$ cat src/shared/exc_slice_pkg.sv
package exc_slice_pkg;

  // ==========================================================
  // register offsets (byte addresses)
  localparam logic [7:0] ADDR_CTRL        = 8'h00;
  localparam logic [7:0] ADDR_ROOT_CAUSE  = 8'h04;
  localparam logic [7:0] ADDR_GUEST_CAUSE = 8'h08;
  localparam logic [7:0] ADDR_MATCH_HI    = 8'h0C;
  localparam logic [7:0] ADDR_DEBUG_STATE = 8'h10;
  localparam logic [7:0] ADDR_IRQ_STATUS  = 8'h14;
  localparam logic [7:0] ADDR_IRQ_MASK    = 8'h18;
  localparam logic [7:0] ADDR_LAST_TAKEN  = 8'h1C;

  // ==========================================================
  // field positions
  localparam int CTRL_EXL_BIT    = 0;
  localparam int CTRL_GUEST_BIT  = 1;
  localparam int CAUSE_CODE_LSB  = 2;
  localparam int CAUSE_CODE_W    = 5;
  localparam int CAUSE_WP_BIT    = 22;
  localparam int MHI_STORE_BIT   = 0;
  localparam int MHI_LOAD_BIT    = 1;
  localparam int MHI_FETCH_BIT   = 2;
  localparam int DBG_BP_BIT      = 1;
  localparam int IRQ_TAKEN_BIT   = 0;
  localparam int IRQ_DEBUG_BIT   = 1;
  localparam int IRQ_DWATCH_BIT  = 2;
  localparam int IRQ_W           = 3;

  // ==========================================================
  // reset values
  localparam logic [31:0] RST_CTRL     = 32'h0000_0000;
  localparam logic [31:0] RST_CAUSE    = 32'h0000_0000;
  localparam logic [31:0] RST_MATCH_HI = 32'h0000_0000;
  localparam logic [31:0] RST_DEBUG    = 32'h0000_0000;
  localparam logic [2:0]  RST_IRQ      = 3'h0;

  // ==========================================================
  // exception codes
  localparam logic [4:0] CODE_INT     = 5'h00;
  localparam logic [4:0] CODE_WATCH   = 5'h17;
  localparam logic [4:0] CODE_ADDRERR = 5'h04;
  localparam logic [4:0] CODE_REFILL  = 5'h02;
  localparam logic [4:0] CODE_INVALID = 5'h02;

  // ==========================================================
  // types
  typedef enum logic [1:0] {ACC_FETCH, ACC_LOAD, ACC_STORE} access_t;

  typedef enum logic [3:0] {
    KIND_NONE, KIND_ROOT_DWATCH, KIND_GUEST_IRQ, KIND_GUEST_DWATCH, KIND_DEBUG_BREAK,
    KIND_ROOT_FWATCH, KIND_GUEST_FWATCH, KIND_FETCH_ALIGN, KIND_ROOT_REFILL,
    KIND_GUEST_REFILL, KIND_ROOT_INVALID, KIND_GUEST_INVALID
  } kind_t;

  typedef struct packed {
    logic    root_watch;
    access_t root_watch_acc;
    logic    guest_watch;
    access_t guest_watch_acc;
    logic    guest_irq;
    logic    debug_instr_break;
    logic    root_fetch_watch;
    logic    guest_fetch_watch;
    logic    fetch_misaligned;
    logic    root_tlb_miss;
    logic    guest_tlb_miss;
    logic    root_tlb_invalid;
    logic    guest_tlb_invalid;
  } cond_t;

  typedef struct packed {
    logic       valid;
    kind_t      kind;
    logic [4:0] code;
    logic       guest;
    logic       debug;
  } take_t;

  // ==========================================================
  // kind decoding
  function automatic logic [4:0] code_of(input kind_t k);
    unique case (k)
      KIND_GUEST_IRQ:                        code_of = CODE_INT;
      KIND_ROOT_FWATCH, KIND_GUEST_FWATCH:   code_of = CODE_WATCH;
      KIND_FETCH_ALIGN:                      code_of = CODE_ADDRERR;
      KIND_ROOT_REFILL, KIND_GUEST_REFILL:   code_of = CODE_REFILL;
      KIND_ROOT_INVALID, KIND_GUEST_INVALID: code_of = CODE_INVALID;
      default:                               code_of = CODE_WATCH;
    endcase
  endfunction : code_of

  function automatic logic guest_of(input kind_t k, input logic guest_mode);
    unique case (k)
      KIND_GUEST_IRQ, KIND_GUEST_DWATCH, KIND_GUEST_FWATCH,
      KIND_GUEST_REFILL, KIND_GUEST_INVALID: guest_of = 1'b1;
      KIND_FETCH_ALIGN:                      guest_of = guest_mode;
      default:                               guest_of = 1'b0;
    endcase
  endfunction : guest_of

  function automatic logic [2:0] acc_bits(input access_t a);
    acc_bits = 3'h0;
    unique case (a)
      ACC_FETCH: acc_bits[MHI_FETCH_BIT] = 1'b1;
      ACC_LOAD:  acc_bits[MHI_LOAD_BIT]  = 1'b1;
      default:   acc_bits[MHI_STORE_BIT] = 1'b1;
    endcase
  endfunction : acc_bits

endpackage : exc_slice_pkg

$ cat src/design/exc_select.sv
module exc_select (
  input  wire exc_slice_pkg::cond_t cond,
  input  wire logic                 root_dw_ready,
  input  wire logic                 guest_dw_ready,
  output exc_slice_pkg::kind_t      kind
);
  import exc_slice_pkg::*;

  // ==========================================================
  // fixed priority, highest first
  always_comb begin
    if (root_dw_ready) begin
      kind = KIND_ROOT_DWATCH;
    end else if (cond.guest_irq) begin
      kind = KIND_GUEST_IRQ;
    end else if (guest_dw_ready) begin
      kind = KIND_GUEST_DWATCH;
    end else if (cond.debug_instr_break) begin
      kind = KIND_DEBUG_BREAK;
    end else if (cond.root_fetch_watch) begin
      kind = KIND_ROOT_FWATCH;
    end else if (cond.guest_fetch_watch) begin
      kind = KIND_GUEST_FWATCH;
    end else if (cond.fetch_misaligned) begin
      kind = KIND_FETCH_ALIGN;
    end else if (cond.root_tlb_miss) begin
      kind = KIND_ROOT_REFILL;
    end else if (cond.guest_tlb_miss) begin
      kind = KIND_GUEST_REFILL;
    end else if (cond.root_tlb_invalid) begin
      kind = KIND_ROOT_INVALID;
    end else if (cond.guest_tlb_invalid) begin
      kind = KIND_GUEST_INVALID;
    end else begin
      kind = KIND_NONE;
    end
  end

endmodule : exc_select

$ cat src/design/exception_priority_slice.sv
// The address map and register access over APB are this design's own decisions.
module exception_priority_slice (
  input  wire logic                 pclk,
  input  wire logic                 presetn,
  input  wire logic                 psel,
  input  wire logic                 penable,
  input  wire logic                 pwrite,
  input  wire logic [7:0]           paddr,
  input  wire logic [31:0]          pwdata,
  output logic      [31:0]          prdata,
  output logic                      pready,
  output logic                      pslverr,
  input  wire exc_slice_pkg::cond_t cond,
  output exc_slice_pkg::take_t      take,
  output logic                      irq
);
  import exc_slice_pkg::*;

  // ==========================================================
  // state
  logic [31:0] ctrl;
  logic [31:0] root_cause;
  logic [31:0] guest_cause;
  logic [31:0] address_match_hi_reg;
  logic [31:0] debug_state;
  logic [2:0]  irq_status;
  logic [2:0]  irq_mask;
  logic        root_pend;
  access_t     root_pend_acc;
  logic        guest_pend;
  access_t     guest_pend_acc;
  take_t       last_taken;

  logic [31:0] next_ctrl;
  logic [31:0] next_root_cause;
  logic [31:0] next_guest_cause;
  logic [31:0] next_match_hi;
  logic [31:0] next_debug_state;
  logic [2:0]  next_irq_status;
  logic [2:0]  next_irq_mask;
  logic        next_root_pend;
  access_t     next_root_pend_acc;
  logic        next_guest_pend;
  access_t     next_guest_pend_acc;
  take_t       next_take;
  take_t       next_last_taken;
  logic        next_irq;
  logic [31:0] next_prdata;
  logic        next_pready;
  logic        next_pslverr;

  logic        exception_level_flag;
  logic        guest_mode;
  logic        root_dw_ready;
  logic        guest_dw_ready;
  kind_t       sel;
  logic        wr_done;
  logic        rd_done;
  logic [2:0]  ev;

  assign exception_level_flag = ctrl[CTRL_EXL_BIT];
  assign guest_mode           = ctrl[CTRL_GUEST_BIT];
  assign wr_done              = psel & penable & pready & pwrite;
  assign rd_done              = psel & penable & pready & ~pwrite;

  assign root_dw_ready  = root_pend & ~exception_level_flag;
  assign guest_dw_ready = guest_pend & ~exception_level_flag;

  exc_select u_select (
    .cond           (cond),
    .root_dw_ready  (root_dw_ready),
    .guest_dw_ready (guest_dw_ready),
    .kind           (sel)
  );

  // ==========================================================
  // exception taking and registers
  always_comb begin
    next_ctrl           = ctrl;
    next_root_cause     = root_cause;
    next_guest_cause    = guest_cause;
    next_match_hi       = address_match_hi_reg;
    next_debug_state    = debug_state;
    next_irq_mask       = irq_mask;
    next_root_pend      = root_pend;
    next_root_pend_acc  = root_pend_acc;
    next_guest_pend     = guest_pend;
    next_guest_pend_acc = guest_pend_acc;
    next_last_taken     = last_taken;
    ev                  = 3'h0;
    // software writes first, hardware updates below win
    if (wr_done) begin
      unique case (paddr)
        ADDR_CTRL:        next_ctrl = {30'h0000_0000, pwdata[1:0]};
        ADDR_ROOT_CAUSE:  next_root_cause = pwdata;
        ADDR_GUEST_CAUSE: next_guest_cause = pwdata;
        ADDR_MATCH_HI:    next_match_hi = {29'h0000_0000, pwdata[2:0]};
        ADDR_DEBUG_STATE: next_debug_state = {30'h0000_0000, pwdata[1:0]};
        ADDR_IRQ_MASK:    next_irq_mask = pwdata[2:0];
        default:          next_ctrl = ctrl;
      endcase
    end
    // pending watch released when taken
    if (sel == KIND_ROOT_DWATCH) begin
      next_root_pend = 1'b0;
    end
    if (sel == KIND_GUEST_DWATCH) begin
      next_guest_pend = 1'b0;
    end
    if (cond.root_watch) begin
      next_root_pend     = 1'b1;
      next_root_pend_acc = cond.root_watch_acc;
    end
    if (cond.guest_watch) begin
      next_guest_pend     = 1'b1;
      next_guest_pend_acc = cond.guest_watch_acc;
    end
    next_take.valid = sel != KIND_NONE;
    next_take.kind  = sel;
    next_take.code  = code_of(sel);
    next_take.guest = guest_of(sel, guest_mode);
    next_take.debug = sel == KIND_DEBUG_BREAK;
    if (sel == KIND_DEBUG_BREAK) begin
      next_debug_state[DBG_BP_BIT] = 1'b1;
      ev[IRQ_DEBUG_BIT]            = 1'b1;
    end else if (sel == KIND_ROOT_DWATCH) begin
      next_root_cause[CAUSE_WP_BIT] = 1'b1;
      next_match_hi[2:0]            = address_match_hi_reg[2:0] | acc_bits(root_pend_acc);
      next_ctrl[CTRL_EXL_BIT]       = 1'b1;
      ev[IRQ_DWATCH_BIT]            = 1'b1;
    end else if (sel == KIND_GUEST_DWATCH) begin
      next_guest_cause[CAUSE_WP_BIT] = 1'b1;
      next_match_hi[2:0]             = address_match_hi_reg[2:0] | acc_bits(guest_pend_acc);
      next_ctrl[CTRL_EXL_BIT]        = 1'b1;
      ev[IRQ_DWATCH_BIT]             = 1'b1;
    end else if (sel != KIND_NONE) begin
      if (next_take.guest) begin
        next_guest_cause[CAUSE_CODE_LSB +: CAUSE_CODE_W] = next_take.code;
      end else begin
        next_root_cause[CAUSE_CODE_LSB +: CAUSE_CODE_W] = next_take.code;
      end
      next_ctrl[CTRL_EXL_BIT] = 1'b1;
    end
    if (next_take.valid) begin
      next_last_taken   = next_take;
      ev[IRQ_TAKEN_BIT] = 1'b1;
    end
    // read clears status, new events win
    next_irq_status = ((rd_done && paddr == ADDR_IRQ_STATUS) ? 3'h0 : irq_status) | ev;
    next_irq        = |(next_irq_status & next_irq_mask);
  end

  // ==========================================================
  // apb slave, one wait state
  always_comb begin
    next_pready  = psel & penable & ~pready;
    next_pslverr = 1'b0;
    next_prdata  = 32'h0000_0000;
    if (next_pready) begin
      unique case (paddr)
        ADDR_CTRL:        next_prdata = ctrl;
        ADDR_ROOT_CAUSE:  next_prdata = root_cause;
        ADDR_GUEST_CAUSE: next_prdata = guest_cause;
        ADDR_MATCH_HI:    next_prdata = address_match_hi_reg;
        ADDR_DEBUG_STATE: next_prdata = debug_state;
        ADDR_IRQ_STATUS:  next_prdata = {29'h0000_0000, irq_status | ev};
        ADDR_IRQ_MASK:    next_prdata = {29'h0000_0000, irq_mask};
        ADDR_LAST_TAKEN:  next_prdata = {16'h0000, 4'h0, last_taken.kind, 1'b0,
                                         last_taken.code, last_taken.guest, last_taken.debug};
        default:          next_pslverr = 1'b1;
      endcase
    end
  end

  always_ff @(posedge pclk or negedge presetn) begin
    if (!presetn) begin
      ctrl                 <= RST_CTRL;
      root_cause           <= RST_CAUSE;
      guest_cause          <= RST_CAUSE;
      address_match_hi_reg <= RST_MATCH_HI;
      debug_state          <= RST_DEBUG;
      irq_status           <= RST_IRQ;
      irq_mask             <= RST_IRQ;
      root_pend            <= 1'b0;
      root_pend_acc        <= ACC_FETCH;
      guest_pend           <= 1'b0;
      guest_pend_acc       <= ACC_FETCH;
      take                 <= '0;
      last_taken           <= '0;
      irq                  <= 1'b0;
      prdata               <= 32'h0000_0000;
      pready               <= 1'b0;
      pslverr              <= 1'b0;
    end else begin
      ctrl                 <= next_ctrl;
      root_cause           <= next_root_cause;
      guest_cause          <= next_guest_cause;
      address_match_hi_reg <= next_match_hi;
      debug_state          <= next_debug_state;
      irq_status           <= next_irq_status;
      irq_mask             <= next_irq_mask;
      root_pend            <= next_root_pend;
      root_pend_acc        <= next_root_pend_acc;
      guest_pend           <= next_guest_pend;
      guest_pend_acc       <= next_guest_pend_acc;
      take                 <= next_take;
      last_taken           <= next_last_taken;
      irq                  <= next_irq;
      prdata               <= next_prdata;
      pready               <= next_pready;
      pslverr              <= next_pslverr;
    end
  end
endmodule : exception_priority_slice

$ cat config.mk
export PLATFORM = sky130hd
export DESIGN_NAME = exception_priority_slice
export DESIGN_NICKNAME = d
export VERILOG_FILES = /design/src/shared/exc_slice_pkg.sv /design/src/design/exc_select.sv /design/src/design/exception_priority_slice.sv
export SDC_FILE = /design/constraint.sdc
export NUM_CORES = 1
export LEC_CHECK = 0
export BUFFER_PORTS_ARGS = -buffer_cell sky130_fd_sc_hd__buf_4
export CAP_MARGIN = 20
export CORE_ASPECT_RATIO = 0.7
export CORE_MARGIN = 2
export CORE_UTILIZATION = 40
export DETAILED_ROUTE_END_ITERATION = 7
export PLACE_DENSITY = 0.71
export SETUP_SLACK_MARGIN = 0.1
export SLEW_MARGIN = 20
export SYNTH_ARGS = -nofsm -noshare
export SYNTH_HDL_FRONTEND = slang
export SYNTH_HIERARCHICAL = 1
export SYNTH_SLANG_ARGS = --single-unit
$ cat constraint.sdc
create_clock -name pclk -period 3.4 [get_ports pclk]
set_input_delay 0.68 -clock pclk [delete_from_list [all_inputs] [get_ports pclk]]
set_output_delay 0.68 -clock pclk [all_outputs]
set_load 0.05 [all_outputs]
# == After elaboration in Yosys (flattened, before gate mapping) ==
# Memories as Yosys holds them, arrays and structs flattened.
# Index checks and enable logic that the tools add are counted.
# totals
reg_bits,141
romBits,64
output_inout_bits,47
memories,1
# op_classes
eq_ne,17
mux,82
bitwise_logic,15
n_reduce_logical,19
# mem_list
name,words,word_bits,rd,rd_ports_with_merged_regs,write_ports,line,text
(name not given),16,4,1,0,0,exc_slice_pkg.sv:83,unique case (k)
# ops
cell,count
$pmux 32 s8,1
$mux 23,4
$mux 5,10
$mux 1,44
$mux 4,11
$eq 8x5->1 const B,4
$mux 32,1
$mux 3,8
$eq 8x4->1 const B,2
$eq 4x3->1 const B,3
$or 3x3->3,4
$reduce_and 2->1,5
$eq 4x2->1 const B,2
$eq 4x4->1 const B,2
$eq 8x3->1 const B,1
$logic_not 8->1,1
$reduce_bool 2->1,4
$reduce_or 8->1,1
$and 1x1->1,7
$reduce_or 5->1,1
$eq 2x1->1 const B,2
$eq 4x1->1 const B,1
$logic_not 2->1,2
$mux 2,2
other kinds (7),10

# == Depth between registers and ports, before layout ==
# Gate-level depths: netlist of the first run.
# depth
word_depth,19
mapped_depth,9

# == By module ==
# Netlist of the first run, hierarchy kept.
# by_module_without_submodules
mod,n_inst,cells_per_inst,area_per_inst_um2,seq_area_each_um2
exception_priority_slice,1,499,5562.8,3428.3
exc_select,1,19,116.4,0.0

# == Least setup slack after synthesis of the first run ==
# Ideal clock, no wire load.
# synth_path
path_kind,in2reg
startpoint,input paddr[2]
endpoint,register irq
arrival_ps,2556
t_required_ps,3274
path_slack_ps,717
path_stages,6
cell_sequence,buf_2 > or4b_2 > nor3_1 > mux2_2 > and2_1 > a221o_1
# synth_between
word_cells_on_any_way,9
classes_between,eq/ne (2); mux (3); bitwise (2); reduce/logical (2)
# synth_rtl
element,line,text
from (decl),exception_priority_slice.sv:8,"input wire logic [7:0] paddr,"
$eq 8x5->1,exception_priority_slice.sv:93,unique case (paddr)
$mux 3,exception_priority_slice.sv:93,
$mux 3,exception_priority_slice.sv:92,if (wr_done) begin
named net next_irq_mask[1],exception_priority_slice.sv:40,logic [2:0] next_irq_mask;
$and 3x3->3,exception_priority_slice.sv:150,next_irq = |(next_irq_status & next_irq_mask);
$reduce_or 3->1,exception_priority_slice.sv:150,
named net next_irq,exception_priority_slice.sv:47,logic next_irq;
to (signal assigned),exception_priority_slice.sv:208,irq <= next_irq;
to (decl),exception_priority_slice.sv:15,output logic irq
# The timed path passes the listed nets, and every way through them passes these cells.
# A chain may end at the register's enable or synchronous reset.

==> results of run 1 <==
[layout make-up]
class / instances / area, um2
Clock buffer: 20 / 457
Clock inverter: 12 / 124
Fill cell: 1229 / 6560
Inverter: 9 / 33.8
Multi-Input combinational cell: 343 / 2120
Sequential cell: 137 / 3430
Tap cell: 190 / 238
Timing Repair Buffer: 118 / 915
[per-stage QoR]
stage               area (um2)  hold slack (ns)  utilization [%]  setup slack, ns  total power [mW]
global route              7310            0.362             52.7            0.293              4.00
detailed placement        6730            0.455             48.5            0.352              2.07
floorplan                 5680            0.384                -            0.717              1.90
global placement          6730            0.447             48.5            0.447              2.05
finish                    7310            0.305             52.7            0.555              3.85
CTS                       7310            0.340             52.7            0.622              3.87
[worst register-to-register path: cells and delay by family, from the launching register on]
kind / cells / cell delay [ns]
simple gates: 5 / 1.96
compound gates: 2 / 0.28
flops: 1 / 0.42
[kinds of logic after synthesis]
kind of cell    count (synthesis)  share of synthesized area [%]
simple gates                  212                           16.3
flops                         137                           60.4
compound gates                 76                           9.61
mux                            54                           10.7
buf+inv                        38                           2.93
other cells                     1                         0.0660
[path summary, 6_finish.rpt]
kind	to	slack, ns
worst min-delay path	irq_mask[0]	0.31
min in group pclk	root_cause[14]	0.47
max in group asynchronous	root_cause[19]	2.34
worst min register to register	root_cause[14]	0.47
worst max-delay path	root_cause[6]	0.55
worst max register to register	root_cause[6]	0.55
[power by group through the flow]
stage	Sequential (mW)	Clock, mW	Combinational (mW)
after floorplan	1.78	0	0.120
after global placement	1.76	0	0.297
after detailed placement	1.76	0	0.309
after CTS	1.73	1.84	0.310
after global routing	1.73	1.92	0.337
final	1.73	1.81	0.308
[layout by cell type, fill, tap and decap left out, types with 6 or more instances in the layout]
cell type and count:
nor2_1 50, nand3_1 7, nor3_1 11, o21ai_0 10, a222oi_1 7, buf_4 115
inv_1 9, a22oi_1 23, clkinv_2 6, nor2b_1 6, a21oi_1 11, nand2_1 112
mux2_2 35, clkbuf_16 17, mux2i_1 17, a21o_1 6, dfrtp_1 137
[routing by layer]
| metal | wire, um | GRT usage, % | up-vias | part of all wire [%] |
|---|---|---|---|---|
| li1 | - | - | 2006 | - |
| met1 | 6730 | 28.1 | 2252 | 46 |
| met2 | 6630 | 30.0 | 191 | 45 |
| met3 | 1140 | 6.52 | 15 | 7.8 |
| met4 | 146 | 6.52 | 0 | 1.0 |
| met5 | 0 | 0 | - | 0 |
==> flow_summary_export.csv, run 1 <==
group,metric,value,unit
power_and_ir_drop,intPower,2.93,mW
power_and_ir_drop,p_leak,3.47,nW
synth,syn-cell-area,0.00568,mm2
floorplan,core-area,0.0139,mm2
power_and_ir_drop,power_switching,0.920,mW
clock_tree,post_cts_resized,0,
sta,finalSetupViolCount,0,
setup_path,path_max_fanout,13,
clock_tree,cts.path.max_buffers,2,
synth,ys_seq_elements,137,
global_routing,grt_pass1_wl,23900,um
setup_path,crit_path_end_kind,"register",
clock_tree,cts.hold.buffers_added,0,
sta,hold_violations,0,
clock_tree,clk_pin_slew_worst_paths,0.06,ns
route,dr.first_iter.drc_count,421,
floorplan,rows,36,
power_and_ir_drop,combPwrFrac,8.0,%
route,drt_first_pass_iters,6,
setup_path,startpoint_type,"register",
synth,syn_inst,518,
synth,synth_area_leader_cell,"dfrtp_1",
placement,place_inst,797,
sta,tns,0,ns
global_routing,grt_usage,20.2,%
final_layout,fin_nets,686,
setup_path,worst-path-stages,7,
sta,fmax,351,MHz
setup_path,cpLargestDelayFamily,"simple AND/OR/NAND/NOR gates",
synth,synthDistinctLibCells,46,
clock_tree,numClockSinks,137,
run,drv_cap,0,
power_and_ir_drop,ir_worst_vdd,341,uV
synth,ys_async_sr_fraction,100,%
run_status,status,"finished, final reports clean",
synth,ys_seq_area_share,60.4,%
setup_path,critPathKind,"reg2reg",
setup_path,startpoint,"ctrl[0]",
clock_tree,cts-root-buf,"clkbuf_16",
global_routing,grt_max_degree,85,
synth,synth_commonest_cells,"dfrtp_1 (137), nand2_1 (112), nor2_1 (51)",
sta,worst_slew_pin_slew,1.01,ns
sta,rsz0062_at_grt,"no",
synth,syn_nets,578,
synth,netlist.area_leader.share,60.4,%
hold_path,hold_path_class,"in2async",
power_and_ir_drop,p_per_area,526,mW/mm2
sta,period_minus_slack,2.85,ns
synth,synth.area.top_cells,"dfrtp_1 (60%), nand2_1 (7.4%), mux2_2 (6.9%), nor2_1 (3.4%), a22oi_1 (3.0%)",
floorplan,boundaryPins,107,
clock_tree,numCtsBuffers,17,
final_layout,antenna_cells,0,
setup_path,cp.arrival,3.09,ns
power_and_ir_drop,swShare,23.9,%
setup_path,crit_required,3.65,ns
global_routing,antenna_found_initial,0,
synth,ys.flop_type,"dfrtp_1",
synth,synth-edff-count,0,
placement,place_hpwl,9830,um
global_routing,grt.overflow.total,0,
synth,yosysWarnings,6,
floorplan,start_util,40.9,%
setup_path,crit_path_frequent_cell,"nor2b_1",
final_layout,top_regs,"guest_cause: 32 flops, prdata: 32 flops, root_cause: 32 flops",
placement,place.port_buffers,105,
setup_path,slowest_stage,"nor4_2",
setup_path,timing.critical_path.buf_inv,0,
sta,relSlewSlack,31.9,%
route,drcViolationCount,0,
synth,synth.avg_cell_area,11.0,um2
floorplan,dieArea,0.0152,mm2
route,routed_wl,14700,um
clock_tree,cts-htree-levels,4,
final_layout,area_growth,28.8,%
setup_path,crit_chain,"nor2b_1, nor4_2, nor2b_1, nor3_1, a21oi_1, nor2_1, a31oi_1",
sta,fin_crit_sh,83.7,%
synth,yosysMostFrequentCell,"dfrtp_1",
route,num_vias,4464,
power_and_ir_drop,seqPwrFrac,45.0,%
clock_tree,cts_tree,"built",
sta,fin_skew,0.0108,ns
final_layout,layoutNonFillerInstCount,829,
setup_path,reg2reg_depth,7,
clock_tree,clock_latency,0.41,ns
placement,gp_congestion,0.923,
route,viasPerCell,5.38,
floorplan,dieHeight,104,um
clock_tree,postCtsSetupBuffers,0,
route,wire_per_inst,17.7,um
route,postRouteAntennaNets,0,
sta,report.final.slew_viol_count,0,
power_and_ir_drop,pwr-share-clk,47.0,%
floorplan,die_w,146,um
setup_path,crit-reg2reg-launch,"ctrl[0]",
setup_path,cp_slowest_stage_delay,0.90,ns
global_routing,grt_pass1_vias,4616,
final_layout,drive_above_1_share,30.7,%
No activity file was read; power rests on OpenSTA's default activity.
==> inputs of run 2 (changes only) <==
--- a/config.mk
+++ b/config.mk
@@ -5,13 +5,14 @@
 export SDC_FILE = /design/constraint.sdc
 export NUM_CORES = 1
 export LEC_CHECK = 0
+export ABC_AREA = 1
 export BUFFER_PORTS_ARGS = -buffer_cell sky130_fd_sc_hd__buf_4
 export CAP_MARGIN = 20
 export CORE_ASPECT_RATIO = 0.7
 export CORE_MARGIN = 2
 export CORE_UTILIZATION = 40
 export DETAILED_ROUTE_END_ITERATION = 7
-export PLACE_DENSITY = 0.71
+export PLACE_DENSITY = 0.73
 export SETUP_SLACK_MARGIN = 0.1
 export SLEW_MARGIN = 20
 export SYNTH_ARGS = -nofsm -noshare
==> constraint.sdc (replaced) <==
create_clock -name pclk -period 2.4 [get_ports pclk]
set_input_delay 0.48 -clock pclk [delete_from_list [all_inputs] [get_ports pclk]]
set_output_delay 0.48 -clock pclk [all_outputs]
set_load 0.05 [all_outputs]
==> flow_summary_export.csv, run 2 <==
group,metric,value,unit
placement,place_hpwl,10700,um
final_layout,fin_nets,884,
final_layout,n_fill_cell,1368,
setup_path,crit_path_frequent_cell,"nand2_1",
sta,rsz0062_at_grt,"yes",
global_routing,grt_pass1_vias,4710,
setup_path,critPathKind,"reg2reg",
synth,synth_area_leader_cell,"dfrtp_1",
synth,ys_seq_area_share,56.0,%
setup_path,startpoint_type,"register",
power_and_ir_drop,ir_worst_vdd,433,uV
route,num_vias,4971,
floorplan,start_util,41.3,%
placement,gp_congestion,0.881,
global_routing,grt.overflow.total,0,
sta,finalSetupViolCount,0,
synth,synth_commonest_cells,"nand2_1 (216), dfrtp_1 (137), inv_1 (87)",
synth,ys.flop_type,"dfrtp_1",
clock_tree,cts.path.max_buffers,2,
setup_path,crit_required,2.71,ns
clock_tree,post_cts_resized,0,
clock_tree,clock_latency,0.42,ns
final_layout,fin_area,0.00773,mm2
clock_tree,numCtsBuffers,17,
sta,tns,0,ns
sta,relSlewSlack,62.3,%
synth,synth-edff-count,0,
setup_path,crit_chain,"nor2_1, nor2_2, nand2_1, a311oi_1, buf_4, inv_2, nand2_1, nand2_1, nand3b_4, inv_1, nand2_1, nand2_1, inv_1",
synth,syn_nets,771,
route,routed_wl,15000,um
synth,ys_async_sr_fraction,100,%
clock_tree,cts-htree-levels,4,
power_and_ir_drop,pwr-share-clk,47.9,%
setup_path,cp_slowest_stage_delay,0.43,ns
global_routing,antenna_found_initial,0,
clock_tree,cts-root-buf,"clkbuf_16",
placement,place_area,0.00710,mm2
route,viasPerCell,4.82,
synth,synth.area.top_cells,"dfrtp_1 (56%), nand2_1 (13%), inv_1 (5.3%), nand3_1 (3.3%), o21ai_0 (3.1%)",
floorplan,core-area,0.0148,mm2
final_layout,regArea,0.00343,mm2
route,drt_first_pass_iters,6,
placement,place.port_buffers,105,
clock_tree,clk_pin_slew_worst_paths,0.07,ns
sta,fin_crit_sh,88.4,%
floorplan,dieArea,0.0163,mm2
global_routing,grt_max_degree,51,
clock_tree,cts.hold.buffers_added,0,
sta,worst_slew_pin_slew,0.565,ns
run,drv_cap,0,
power_and_ir_drop,p_leak,3.92,nW
synth,ys_seq_elements,137,
final_layout,top_regs,"guest_cause: 32 flops, prdata: 32 flops, root_cause: 32 flops",
synth,syn-cell-area,0.00612,mm2
clock_tree,postCtsSetupBuffers,0,
final_layout,final_common_cell,"nand2_1",
final_layout,drive_above_1_share,25.6,%
sta,fin_skew,0.0102,ns
synth,yosysMostFrequentCell,"nand2_1",
sta,report.final.slew_viol_count,0,
final_layout,area_growth,26.3,%
floorplan,dieHeight,107,um
run_status,status,"finished, violations left",
synth,synth.avg_cell_area,8.61,um2
final_layout,antenna_cells,0,
power_and_ir_drop,intPower,4.14,mW
run_status,violations,"hold timing",
global_routing,grt_usage,19.1,%
sta,hold_violations,7,
power_and_ir_drop,total_power,5.58,mW
setup_path,path_max_fanout,10,
synth,syn_inst,711,
clock_tree,numClockSinks,137,
hold_path,hold_path_class,"in2async",
power_and_ir_drop,swShare,25.9,%
final_layout,layout_common_cells,"nand2_1 (215), dfrtp_1 (136), buf_4 (115), inv_1 (87), nand3_1 (39)",
route,postRouteAntennaNets,0,
synth,synthDistinctLibCells,32,
route,drcViolationCount,0,
floorplan,boundaryPins,107,
power_and_ir_drop,combPwrFrac,8.6,%
sta,period_minus_slack,2.12,ns
final_layout,layoutNonFillerInstCount,1032,
power_and_ir_drop,seqPwrFrac,43.5,%
floorplan,rows,37,
global_routing,grt_pass1_wl,24400,um
synth,netlist.area_leader.share,56.0,%
setup_path,slowest_stage,"dfrtp_2",
placement,place_inst,1000,
setup_path,cp.arrival,2.43,ns
sta,hold_ws,-0.0153,ns
floorplan,die_w,152,um
synth,yosysWarnings,6,
sta,fmax,472,MHz
power_and_ir_drop,p_per_area,722,mW/mm2
setup_path,crit_path_end_kind,"register",
power_and_ir_drop,power_switching,1.45,mW
clock_tree,cts_tree,"built",
route,wire_per_inst,14.6,um
setup_path,timing.critical_path.buf_inv,4,
setup_path,cpLargestDelayFamily,"simple AND/OR/NAND/NOR gates",
route,dr.first_iter.drc_count,405,
final_layout,multiInputGateArea,0.00217,mm2
-- run 2: cell count changes after synthesis, moves of 18 or more --
cell / before / now
a22oi_1: 23 / 0
mux2_2: 35 / 0
o21ai_0: 10 / 38
nand2_1: 112 / 216
nand3_1: 7 / 40
inv_1: 9 / 87
o21ai_1: 0 / 37
clkbuf_1: 19 / 1
-- run 2: final timing paths --
kind,from,endpoint,slack [ns],depth (start not counted)
max,ctrl[0],root_cause[6],0.28,13
min,presetn,debug_state[1],-0.02,1
max reg2reg,ctrl[0],root_cause[6],0.28,13
min reg2reg,guest_cause[29],guest_cause[29],0.48,2
max in group asynchronous,presetn,prdata[22],1.74,2
min in group pclk,cond[12],root_pend_acc[0],0.28,3
-- run 2: power groups by stage --
stage	Combinational (mW)	Sequential (mW)	Clock [mW]
6_report	0.481	2.43	2.67
3_5_place_dp	0.477	2.47	0
4_1_cts	0.481	2.43	2.71
5_1_grt	0.536	2.44	2.82
3_3_place_gp	0.470	2.47	0
2_1_floorplan	0.203	2.51	0
-- run 2: per-layer routing --
layer | vias to the layer above | GRT usage, % | part of all wire [%]
li1 | 2456 | - | -
met1 | 2322 | 29.1 | 51
met2 | 181 | 26.9 | 42
met3 | 12 | 5.27 | 6.6
met4 | 0 | 4.81 | 0.78
met5 | - | 0 | 0
-- run 2: final cells by class --
type	instances	area share [%]
sequential	137	44.4
multi-input combinational	452	28.0
timing repair buffer	118	11.8
clock buffer	17	5.50
inverter	98	4.76
tap	195	3.16
clock inverter	15	2.35
-- run 2: logic make-up (layout without fill, tap and decap cells) --
family	count (synthesis)	count (layout)	synth area share [%]
DFF	137	137	56.0
AOI/OAI and AO/OA	118	118	11.0
buffers and inverters	122	248	8.93
and+or+nand+nor	333	333	24.0
other	1	1	0.0613
-- run 2: metrics by stage --
step                      util, %  setup slack [ns]
after floorplan                 -             0.413
after global placement       47.9            0.0371
after detailed placement     47.9          -0.00910
after CTS                    52.0             0.143
after global routing         52.2            0.0756
final                        52.2             0.279
